### config.mk
export PLATFORM = sky130hd
export DESIGN_NAME = fpr_top
export DESIGN_NICKNAME = d
export VERILOG_FILES = /design/src/hw/fpr_pkg.sv /design/src/hw/fpr_ramp_step.sv /design/src/hw/fpr_top.sv
export SDC_FILE = /design/constraint.sdc
export NUM_CORES = 1
export LEC_CHECK = 0
export BUFFER_PORTS_ARGS = -buffer_cell sky130_fd_sc_hd__clkbuf_2
export CORE_MARGIN = 1.5
export CORE_UTILIZATION = 59
export CTS_CLUSTER_DIAMETER = 60
export DETAILED_ROUTE_END_ITERATION = 7
export PLACE_DENSITY = 0.83
export SKIP_CTS_REPAIR_TIMING = 1
export SYNTH_ARGS = -nofsm -noshare
export SYNTH_HDL_FRONTEND = slang
export SYNTH_SLANG_ARGS = --single-unit
### constraint.sdc
create_clock -name ref_clk_i -period 7.94 [get_ports ref_clk_i]
set_input_delay 1.588 -clock ref_clk_i [delete_from_list [all_inputs] [get_ports ref_clk_i]]
set_output_delay 1.588 -clock ref_clk_i [all_outputs]
set_load 0.05 [all_outputs]
### src/hw/fpr_pkg.sv
// fpr_pkg: constants, types and decode for the fan duty floor and ramp logic
// What this block does
// - channel two below threshold: floor duty or off
// - bit 7 picks channel three floor or off
// - lock set: acoustic register writes ignored
// - slow-ramp bit makes ramp four times slower
// - local-channel changes ramp, never jump
// - normal table: increments 1,2,3,4,8,12,24,48
// - long table: code 0 52.2s, code 1 26.1s
// - ramp rate register resets to zero
// - long table: codes 2..4 give 17.4/10.4/6.5s
package fpr_pkg;

  // register offsets and reset values
  localparam logic [7:0] ADDR_FLOOR_SEL = 8'h62;
  localparam logic [7:0] ADDR_RAMP      = 8'h63;
  localparam logic [7:0] FLOOR_SEL_RST  = 8'h00;
  localparam logic [7:0] RAMP_RST       = 8'h00;

  // field positions
  localparam int CH2_HOLD_BIT   = 6;
  localparam int CH3_HOLD_BIT   = 7;
  localparam int RAMP_LSB       = 0;
  localparam int RAMP_W         = 3;
  localparam int CFG6_LONG_BIT  = 7;
  localparam int CFG6_SLOW_BIT  = 2;
  localparam logic [1:0] SLOW_Q_LAST = 2'h3;  // four base slots per slow slot

  // code three runs a four-fifths slot in both tables, which gives it the
  // 7.5 s and 10.4 s sweeps that increment four alone would miss
  localparam logic [2:0]  CODE3     = 3'h3;
  localparam int unsigned CODE3_NUM = 32'd4;
  localparam int unsigned CODE3_DEN = 32'd5;

  // slot timing, derived from the full-scale sweep at increment one
  localparam longint unsigned CLK_MHZ       = 64'd100;
  localparam longint unsigned CYC_PER_MS    = CLK_MHZ * 64'd1000;
  localparam longint unsigned SWEEP_NORM_MS = 64'd37500;
  localparam longint unsigned SWEEP_LONG_MS = 64'd52200;
  localparam longint unsigned FULL_STEPS    = 64'd255;
  localparam int unsigned SLOT_NORM_CYC = 32'(SWEEP_NORM_MS * CYC_PER_MS / FULL_STEPS);
  localparam int unsigned SLOT_LONG_CYC = 32'(SWEEP_LONG_MS * CYC_PER_MS / FULL_STEPS);

  // one pwm channel as handed over by the automatic control loop
  typedef struct packed {
    logic [7:0] target;    // loop target duty
    logic [7:0] min_duty;  // programmed minimum duty
    logic       below;     // temperature below start temperature minus hysteresis
  } fpr_chan_t;

  typedef struct packed {
    logic [31:0]     cnt;
    logic [1:0]      q;
    logic [7:0]      below_threshold_duty_select;
    logic [7:0]      local_channel_ramp_rate;
    logic [7:0]      rdata;
    logic [1:0][7:0] duty;
  } fpr_state_t;

  // ramp code to duty increment per time slot
  function automatic logic [7:0] fpr_incr(input logic [2:0] code);
    logic [7:0] inc;
    inc = 8'h01;
    unique case (code)
      3'h0: inc = 8'h01;
      3'h1: inc = 8'h02;
      3'h2: inc = 8'h03;
      3'h3: inc = 8'h04;
      3'h4: inc = 8'h08;
      3'h5: inc = 8'h0c;
      3'h6: inc = 8'h18;
      3'h7: inc = 8'h30;
    endcase
    return inc;
  endfunction

endpackage

### src/hw/fpr_ramp_step.sv
// fpr_ramp_step: next duty of one channel, jump or bounded step toward target
`timescale 1ns/10ps
module fpr_ramp_step (
  input  wire logic [7:0] cur_i,
  input  wire logic [7:0] tgt_i,
  input  wire logic [7:0] incr_i,
  input  wire logic       ramp_i,
  input  wire logic       tick_i,
  output logic      [7:0] nxt_o
);

  logic [7:0] gap_up;
  logic [7:0] gap_dn;

  // distance to target in each direction
  assign gap_up = tgt_i - cur_i;
  assign gap_dn = cur_i - tgt_i;

  // step by at most the increment, landing exactly on the target
  always_comb begin
    nxt_o = cur_i;
    if (!ramp_i) begin
      nxt_o = tgt_i;  // non-local changes take effect at once
    end else if (tick_i) begin
      if (tgt_i > cur_i) begin
        nxt_o = (gap_up <= incr_i) ? tgt_i : cur_i + incr_i;
      end else if (tgt_i < cur_i) begin
        nxt_o = (gap_dn <= incr_i) ? tgt_i : cur_i - incr_i;
      end
    end
  end

endmodule

### src/hw/fpr_top.sv
// fpr_top: duty floor selection and local-channel ramp for fan outputs two and three
`timescale 1ns/10ps
module fpr_top #(
  parameter int unsigned SLOT_NORM = fpr_pkg::SLOT_NORM_CYC,
  parameter int unsigned SLOT_LONG = fpr_pkg::SLOT_LONG_CYC
) (
  input  wire logic                     ref_clk_i,
  input  wire logic                     rstn_i,
  input  wire logic                     ce_i,
  input  wire logic [7:0]               reg_addr_i,
  input  wire logic [7:0]               reg_wdata_i,
  input  wire logic                     reg_wr_i,
  input  wire logic                     reg_rd_i,
  input  wire logic                     cfg_lock_i,
  input  wire logic [7:0]               cfg6_i,
  input  wire logic                     auto_mode_i,
  input  wire logic                     local_ctrl_i,
  input  fpr_pkg::fpr_chan_t [1:0]      chan_i,
  output logic [7:0]                    rdata_o,
  output logic [7:0]                    fan_output_two_o,
  output logic [7:0]                    fan_output_three_o
);

  // shortened slot lengths for ramp code three
  localparam int unsigned SLOT_NORM3 = SLOT_NORM * fpr_pkg::CODE3_NUM / fpr_pkg::CODE3_DEN;
  localparam int unsigned SLOT_LONG3 = SLOT_LONG * fpr_pkg::CODE3_NUM / fpr_pkg::CODE3_DEN;

  fpr_pkg::fpr_state_t s_r;
  fpr_pkg::fpr_state_t s_nxt;
  logic [31:0]         slot_len;
  logic                base_tick;
  logic                slow;
  logic                tick;
  logic [7:0]          incr;
  logic [1:0]          hold;
  logic [1:0][7:0]     eff;
  logic [1:0][7:0]     step_nxt;
  logic                wr_ok;
  logic [2:0]          code;
  logic                long_tbl;
  logic                short3;

  // slot length follows the table select bit and the code, slow bit stretches by four
  assign code      = s_r.local_channel_ramp_rate[fpr_pkg::RAMP_LSB +: fpr_pkg::RAMP_W];
  assign long_tbl  = cfg6_i[fpr_pkg::CFG6_LONG_BIT];
  assign short3    = (code == fpr_pkg::CODE3);
  assign slot_len  = long_tbl ? (short3 ? SLOT_LONG3 : SLOT_LONG)
                              : (short3 ? SLOT_NORM3 : SLOT_NORM);
  assign base_tick = ce_i && (s_r.cnt >= slot_len - 32'h1);
  assign slow      = cfg6_i[fpr_pkg::CFG6_SLOW_BIT];
  assign tick      = base_tick && (!slow || (s_r.q == fpr_pkg::SLOW_Q_LAST));
  assign incr      = fpr_pkg::fpr_incr(code);
  assign wr_ok     = ce_i && reg_wr_i && !cfg_lock_i;

  // floor bits per channel
  assign hold[0] = s_r.below_threshold_duty_select[fpr_pkg::CH2_HOLD_BIT];
  assign hold[1] = s_r.below_threshold_duty_select[fpr_pkg::CH3_HOLD_BIT];

  // effective target and step per channel
  for (genvar i = 0; i < 2; i++) begin : g_ch
    assign eff[i] = (auto_mode_i && chan_i[i].below) ?
                    (hold[i] ? chan_i[i].min_duty : 8'h00) : chan_i[i].target;
    fpr_ramp_step u_step (
      .cur_i  (s_r.duty[i]),
      .tgt_i  (eff[i]),
      .incr_i (incr),
      .ramp_i (local_ctrl_i),
      .tick_i (tick),
      .nxt_o  (step_nxt[i])
    );
  end

  // next state: slot counter, register writes, read data, duties
  always_comb begin
    s_nxt = s_r;
    if (ce_i) begin
      if (base_tick) begin
        s_nxt.cnt = 32'h0;
        s_nxt.q   = s_r.q + 2'h1;
      end else begin
        s_nxt.cnt = s_r.cnt + 32'h1;
      end
      if (wr_ok && reg_addr_i == fpr_pkg::ADDR_FLOOR_SEL) begin
        s_nxt.below_threshold_duty_select = reg_wdata_i;
      end
      if (wr_ok && reg_addr_i == fpr_pkg::ADDR_RAMP) begin
        s_nxt.local_channel_ramp_rate = reg_wdata_i;
      end
      if (reg_rd_i) begin
        unique case (reg_addr_i)
          fpr_pkg::ADDR_FLOOR_SEL: s_nxt.rdata = s_r.below_threshold_duty_select;
          fpr_pkg::ADDR_RAMP:      s_nxt.rdata = s_r.local_channel_ramp_rate;
          default:                 s_nxt.rdata = 8'h00;  // unmapped reads zero
        endcase
      end
      s_nxt.duty = step_nxt;
    end
  end

  // state register
  always_ff @(posedge ref_clk_i or negedge rstn_i) begin
    if (!rstn_i) begin
      s_r.cnt                         <= 32'h0;
      s_r.q                           <= 2'h0;
      s_r.below_threshold_duty_select <= fpr_pkg::FLOOR_SEL_RST;
      s_r.local_channel_ramp_rate     <= fpr_pkg::RAMP_RST;
      s_r.rdata                       <= 8'h00;
      s_r.duty                        <= '0;
    end else begin
      s_r <= s_nxt;
    end
  end

  // outputs straight from state
  assign rdata_o            = s_r.rdata;
  assign fan_output_two_o   = s_r.duty[0];
  assign fan_output_three_o = s_r.duty[1];

  // helpers read only by the checks below
  logic       ramp_written_r;
  logic [7:0] move_mag;
  logic [7:0] move_mag3;

  assign move_mag = (step_nxt[0] > s_r.duty[0]) ? step_nxt[0] - s_r.duty[0]
                                                 : s_r.duty[0] - step_nxt[0];
  assign move_mag3 = (step_nxt[1] > s_r.duty[1]) ? step_nxt[1] - s_r.duty[1]
                                                  : s_r.duty[1] - step_nxt[1];

  // remembers whether the ramp register ever took a write
  always_ff @(posedge ref_clk_i or negedge rstn_i) begin
    if (!rstn_i) begin
      ramp_written_r <= 1'b0;
    end else if (wr_ok && reg_addr_i == fpr_pkg::ADDR_RAMP) begin
      ramp_written_r <= 1'b1;
    end
  end
endmodule

==> results of run 1 <==
-- metal layers --
layer,global-route usage [%],up-vias,part of all wire [%]
met5,0,-,0
li1,-,3446,-
met4,6.70,0,1.5
met1,39.1,3382,45
met3,5.51,31,6.4
met2,47.8,232,47
-- final timing paths --
kind                              from                    end  slack [ps]  cells past startpoint
setup / recovery           auto_mode_i    fan_output_two_o[3]        2310                     21
hold / removal              rdata_o[3]             rdata_o[3]         490                      2
setup reg to reg               hold[0]    fan_output_two_o[3]        3440                     19
hold reg to reg             rdata_o[3]             rdata_o[3]         490                      2
max in group asynchronous       rstn_i  fan_output_three_o[3]        5940                      1
min in group asynchronous       rstn_i                s_r[27]        1380                      1
-- flip-flops by register name, indices dropped and copies added (netlist names) --
signal	cells
s_r	45
fan_output_two_o	8
rdata_o	8
hold	2
fan_output_three_o	8
code	3
-- cell usage after synthesis, drive strengths merged (3+ instances only) --
| cell | n |
|---|---|
| o31ai | 15 |
| a21boi | 3 |
| o211ai | 12 |
| nand2 | 67 |
| a21oi | 69 |
| and4 | 3 |
| nand3b | 5 |
| a311oi | 6 |
| nor4 | 8 |
| mux2 | 20 |
| dfrtp | 74 |
| nand4 | 7 |
| buf | 34 |
| o21a | 15 |
| o31a | 4 |
| nor3 | 14 |
| inv | 76 |
| nor2 | 80 |
| and3 | 25 |
| a21o | 20 |
| nor2b | 11 |
| a211oi | 12 |
| a31oi | 9 |
| and2 | 7 |
| o21bai | 7 |
| fa | 8 |
| o21ai | 32 |
| mux2i | 11 |
| a221oi | 10 |
| xnor2 | 22 |
| or3 | 4 |
| or2 | 7 |
| clkbuf | 9 |
| nand2b | 22 |
| ha | 112 |
| o22ai | 7 |
| nand3 | 39 |
| xor2 | 17 |
-- worst register-to-register path, delay by kind of cell (launching register included) --
kind	cells	cell delay (ps)
DFF	1	590
AOI/OAI and AO/OA	7	1330
adders and majority gates	2	770
xor gates and xnor gates	1	130
and+or+nand+nor	8	1470
buffers and inverters	1	80
-- per-stage QoR --
step,utilization (%),setup slack [ps],instances,hold slack (ps),total power [W]
CTS,65.2,2380,1166,486,0.00195
finish,65.2,2310,1166,486,0.00196
floorplan,-,2860,934,450,0.00131
detailed placement,62.8,2060,1150,471,0.00151
global placement,62.8,2070,1150,463,0.00148
global route,65.2,2050,1166,507,0.00210
-- power breakdown --
| group | switching [W] | internal, W | leakage, nW |
|---|---|---|---|
| sequential | 0.0000629 | 0.000410 | 0.980 |
| combinational | 0.000632 | 0.000419 | 3.10 |
| clock | 0.000180 | 0.000257 | 0.155 |
| total | 0.000874 | 0.00109 | 4.24 |
-- cell type report --
class | instances | area share, %
clock buffers | 10 | 2.78
repair buffers | 83 | 4.86
inverters | 76 | 3.32
multi-input cells | 741 | 64.1
clock inverters | 6 | 0.844
well taps | 176 | 2.56
flip-flops and latches | 74 | 21.5
-- cell families (layout without fill, tap and decap cells) --
family / after synthesis / after routing / synth area share, %
simple gates: 302 / 302 / 19.1
other cells: 2 / 2 / 0.0948
buf+inv: 119 / 175 / 7.04
mux: 31 / 31 / 4.23
flops: 74 / 74 / 23.4
fa+ha+maj: 120 / 120 / 19.7
compound gates: 247 / 247 / 22.2
xor+xnor: 39 / 39 / 4.31
==> flow_metrics.tcl, run 1 <==
set metrics [dict create \
    drive_gt1_share_pct 14.9 \
    crit_chain "clkbuf_2, and2_0, and3_1, a21oi_1, inv_1, ha_1, o21a_1, o31a_1, nor2_1, nor2_1, nor2_1, xnor2_1, ha_1, nand3_1, or2_2, o31ai_1, nand3_1, nor3_1, a21oi_2, o41ai_2, a221oi_1" \
    cts_buffer_depth 2 \
    synth_edf_count 0 \
    crit_required_ps 8150 \
    tightestPinTransition_ps 1120 \
    ir_drop_mv 0.156 \
    worst_ep_arrival_time_ps 5830 \
    antenna_found_initial 0 \
    startpoint_type "input port" \
    status "finished, final reports clean" \
    slowest_stage "ha_1" \
    dr_total_vias 7091 \
    pwr_density_cell_mw_per_mm2 228 \
    io_pins 90 \
    ys.flop_type "dfrtp_1" \
    hold_path.class "flop to flop" \
    synth_seq_cells 74 \
    multiInputGateArea_mm2 0.00551 \
    syn_avg_cell_area_um2 8.48 \
    synth.area.top_cells "dfrtp_1, ha_1, a21oi_1" \
    cts_buffers 9 \
    timing.setup.tns_ps 0 \
    path_class "input port to flop" \
    cts_tree "done" \
    wl_per_cell_um 17.0 \
    clk_pin_slew_ps 70 \
    cts_num_sinks 74 \
    drv_cap 0 \
    start_util_pct 60.1 \
    antenna_cells 0 \
    synth_top_area_share_pct 23.4 \
    cp_top_family "simple AND/OR/NAND/NOR gates" \
    max_slew_margin_pct 25.3 \
    fin_nets 1171 \
    drcViolationCount 0 \
    gp_congestion 0.940 \
    slew_violations 0 \
    final_antenna_net_count 0 \
    clk_latency_ps 350 \
    wirelength_um 19800 \
    post-route-min-period_ps 5630 \
    p_leak_nw 4.24 \
    ys_seq_area_share_pct 23.4 \
    hold_viol_final 0 \
    ys_warn_count 0 \
    setup_viol 0 \
    h-tree-depth 3 \
    layout_common_cells "ha_1, clkbuf_2, nor2_1" \
    cpPeakStageDelay_ps 470 \
    yosysTopAreaCell "dfrtp_1" \
    fill_cells 1101 \
    grt_use_total_pct 28.8 \
    drtIter0Drc 513 \
    syn_area_mm2 0.00792 \
    critPathMaxFanout 9 \
    grt_overflow 0 \
    register_area_mm2 0.00185 \
    path_buf_inv 2 \
    area_growth_pct 8.54 \
    grt_pass1_wl_um 33000 \
    grt_max_degree 75 \
    synth_fp_nets 1120 \
    grt_pass1_vias 6753 \
    rows 42 \
    max_freq_mhz 178 \
    ys_types 82 \
    synthCells 934 \
    final_cell_area_mm2 0.00860 \
    min_period_over_period_pct 70.9 \
    postPlaceCellArea_mm2 0.00829 \
    rsz0062_at_grt "no" \
    end_kind "flop" \
    fp.dieH_um 119 \
    finClkSkew_ps 11.2 \
    core_mm2 0.0132 \
    cts_root_buf "clkbuf_16" \
    drt_pass1_iterations 4 \
    die_width_um 119 \
    hpwlAfterDp_um 15200 \
    die-area_mm2 0.0141 \
    io_buffer_count 83 \
    cpMostUsedCell "nor2_1" \
    async_reset_ff_share_pct 100 \
    layout_commonest_cell "ha_1" \
    routed_via_density 6.08 \
]
Note: power is estimated with default switching activity, not from simulation.
==> run 2, diff against run 1 <==
ABC_AREA = 1   (was not set)
clock period = 5.26 ns   (was 7.94 ns; I/O delays follow)
==> flow_metrics.tcl, run 2 <==
set metrics [dict create \
    die_width_um 123 \
    rows 43 \
    p_sw_w 0.00252 \
    antenna_cells 0 \
    hold_viol_final 0 \
    ir_drop_mv 0.325 \
    timing.setup.tns_ps 0 \
    fill_cells 1303 \
    comb_power_share_pct 67.5 \
    clk_latency_ps 350 \
    grt_max_degree 75 \
    io_buffer_count 83 \
    register_area_mm2 0.00185 \
    gp_congestion 0.943 \
    min_period_over_period_pct 79.6 \
    yosysTopAreaCell "dfrtp_1" \
    multiInputGateArea_mm2 0.00567 \
    post-route-min-period_ps 4190 \
    path_class "input port to flop" \
    syn_avg_cell_area_um2 6.75 \
    slew_violations 0 \
    grt_overflow 0 \
    wirelength_um 21800 \
    wl_per_cell_um 14.6 \
    max_freq_mhz 239 \
    fp.dieH_um 123 \
    p_int_w 0.00217 \
    area_growth_pct 8.25 \
    pwr-share-seq_pct 18.6 \
    drive_gt1_share_pct 11.0 \
    core_mm2 0.0139 \
    start_util_pct 60.6 \
    routed_via_density 5.70 \
    ff2ff_path_depth 19 \
    ys.flop_type "dfrtp_1" \
    pwr-share-clk_pct 13.9 \
    synth_fp_nets 1438 \
    cts_buffer_depth 2 \
    final_antenna_net_count 0 \
    finish.utilization_pct 65.6 \
    fin_nets 1487 \
    crit_required_ps 5490 \
    die-area_mm2 0.0151 \
    grt_use_total_pct 30.5 \
    dr_total_vias 8465 \
    drt_pass1_iterations 7 \
    clk_pin_slew_ps 70 \
    ys_types 46 \
    largest_register_ffs 45 \
    status "finished, final reports clean" \
    tightestPinTransition_ps 941 \
    cts_num_sinks 74 \
    cts_tree "done" \
    drv_cap 0 \
    swShare_pct 53.7 \
    cts_root_buf "clkbuf_16" \
    worst_ep_arrival_time_ps 4420 \
    critPathMaxFanout 9 \
    regMostFlops "s_r" \
    cts_buffers 9 \
    io_pins 90 \
    synth_top_cells_by_count "nand2_1, inv_1, nand3_1" \
    ys_seq_area_share_pct 21.9 \
    end_kind "flop" \
    h-tree-depth 3 \
    rsz0062_at_grt "no" \
    setup_viol 0 \
    grt_pass1_wl_um 36800 \
    synth_seq_cells 74 \
    grt_pass1_vias 7878 \
    synth.area.top_cells "dfrtp_1, ha_1, nand2_1" \
    hold_path.class "flop to flop" \
    max_slew_margin_pct 36.9 \
    p_leak_nw 4.98 \
    async_reset_ff_share_pct 100 \
    hold_depth 2 \
    layout_commonest_cell "nand2_1" \
    syn_area_mm2 0.00845 \
    synthCells 1252 \
    finClkSkew_ps 8.27 \
    synth_top_area_share_pct 21.9 \
    layout_common_cells "nand2_1, inv_1, nand3_1" \
    hpwlAfterDp_um 16700 \
    antenna_found_initial 0 \
    ys_warn_count 0 \
    drtIter0Drc 796 \
    drcViolationCount 0 \
    startpoint_type "input port" \
    synth_edf_count 0 \
    synth.most_common_cell "nand2_1" \
    pwr_density_cell_mw_per_mm2 514 \
]
run 2: cell count changes in the layout (fill, tap and decap cells not counted), moves of 19 or more:
cell | previous run | this run
nand2_1 | 67 | 319
nand3_1 | 38 | 134
inv_1 | 76 | 162
a21oi_1 | 64 | 92
and3_1 | 24 | 1
nand2b_1 | 22 | 0
xor2_1 | 17 | 36
run 2: final timing paths:
path	startpoint	endpoint	slack, ps
min reg2reg	s_r[72]	s_r[72]	490
max reg2reg	code[0]	fan_output_three_o[2]	1110
max	auto_mode_i	fan_output_three_o[2]	1070
min in group asynchronous	rstn_i	rdata_o[5]	830
min	s_r[72]	s_r[72]	490
max in group asynchronous	rstn_i	s_r[47]	3800
run 2: cell families (layout without fill, tap and decap cells):
family / after synthesis / in the layout / synth area share (%)
AOI/OAI and AO/OA: 166 / 166 / 10.9
xor gates and xnor gates: 42 / 42 / 4.35
adders and majority gates: 120 / 120 / 18.5
buffers and inverters: 221 / 275 / 11.1
DFF: 74 / 74 / 21.9
muxes: 2 / 2 / 0.266
other: 2 / 2 / 0.0889
and+or+nand+nor: 625 / 625 / 32.9
run 2: final cells by class:
type                    instances  area share, %
inverters                     172           7.06
clock inverters                 7          0.916
well taps                     180           2.46
flip-flops and latches         74           20.2
clock buffers                   9           2.46
repair buffers                 87           4.90
multi-input cells             957           62.0
run 2: power groups by stage:
stage / logic, W / clock network (W) / registers (W)
finish: 0.00317 / 0.000652 / 0.000874
global route: 0.00360 / 0.000685 / 0.000891
global placement: 0.00304 / 0 / 0.000875
CTS: 0.00314 / 0.000657 / 0.000868
floorplan: 0.00260 / 0 / 0.000803
detailed placement: 0.00311 / 0 / 0.000878
run 2: critical path, stage by stage:
cell	delay (ps)
clkbuf_2	110
nand2_1	200
clkinv_1	280
nand3_1	130
nand2_1	100
inv_1	130
ha_1	160
inv_1	60
fa_1	430
xor2_1	190
ha_1	290
nand2_1	60
nor3_1	220
nand4_2	300
nand2_1	320
nand2_1	80
nand3_1	90
nand2_1	60
nand2_1	50
a21oi_1	100
run 2: layer usage:
layer,vias to the layer above,track usage [%],wire length [um]
met5,-,0,0
met4,0,10.7,474
met3,48,4.23,1450
met2,312,50.2,10100
met1,3913,40.9,9780
li1,4192,-,-
run 2: metrics by stage:
stage | setup WS [ps] | hold WS (ps) | instances | power, W | instance area, um^2
floorplan | 1460 | 445 | 1252 | 0.00340 | 8450
CTS | 1150 | 489 | 1486 | 0.00467 | 9150
finish | 1070 | 486 | 1486 | 0.00470 | 9150
detailed placement | 794 | 470 | 1470 | 0.00398 | 8840
global route | 707 | 499 | 1486 | 0.00518 | 9150
global placement | 856 | 455 | 1470 | 0.00392 | 8840
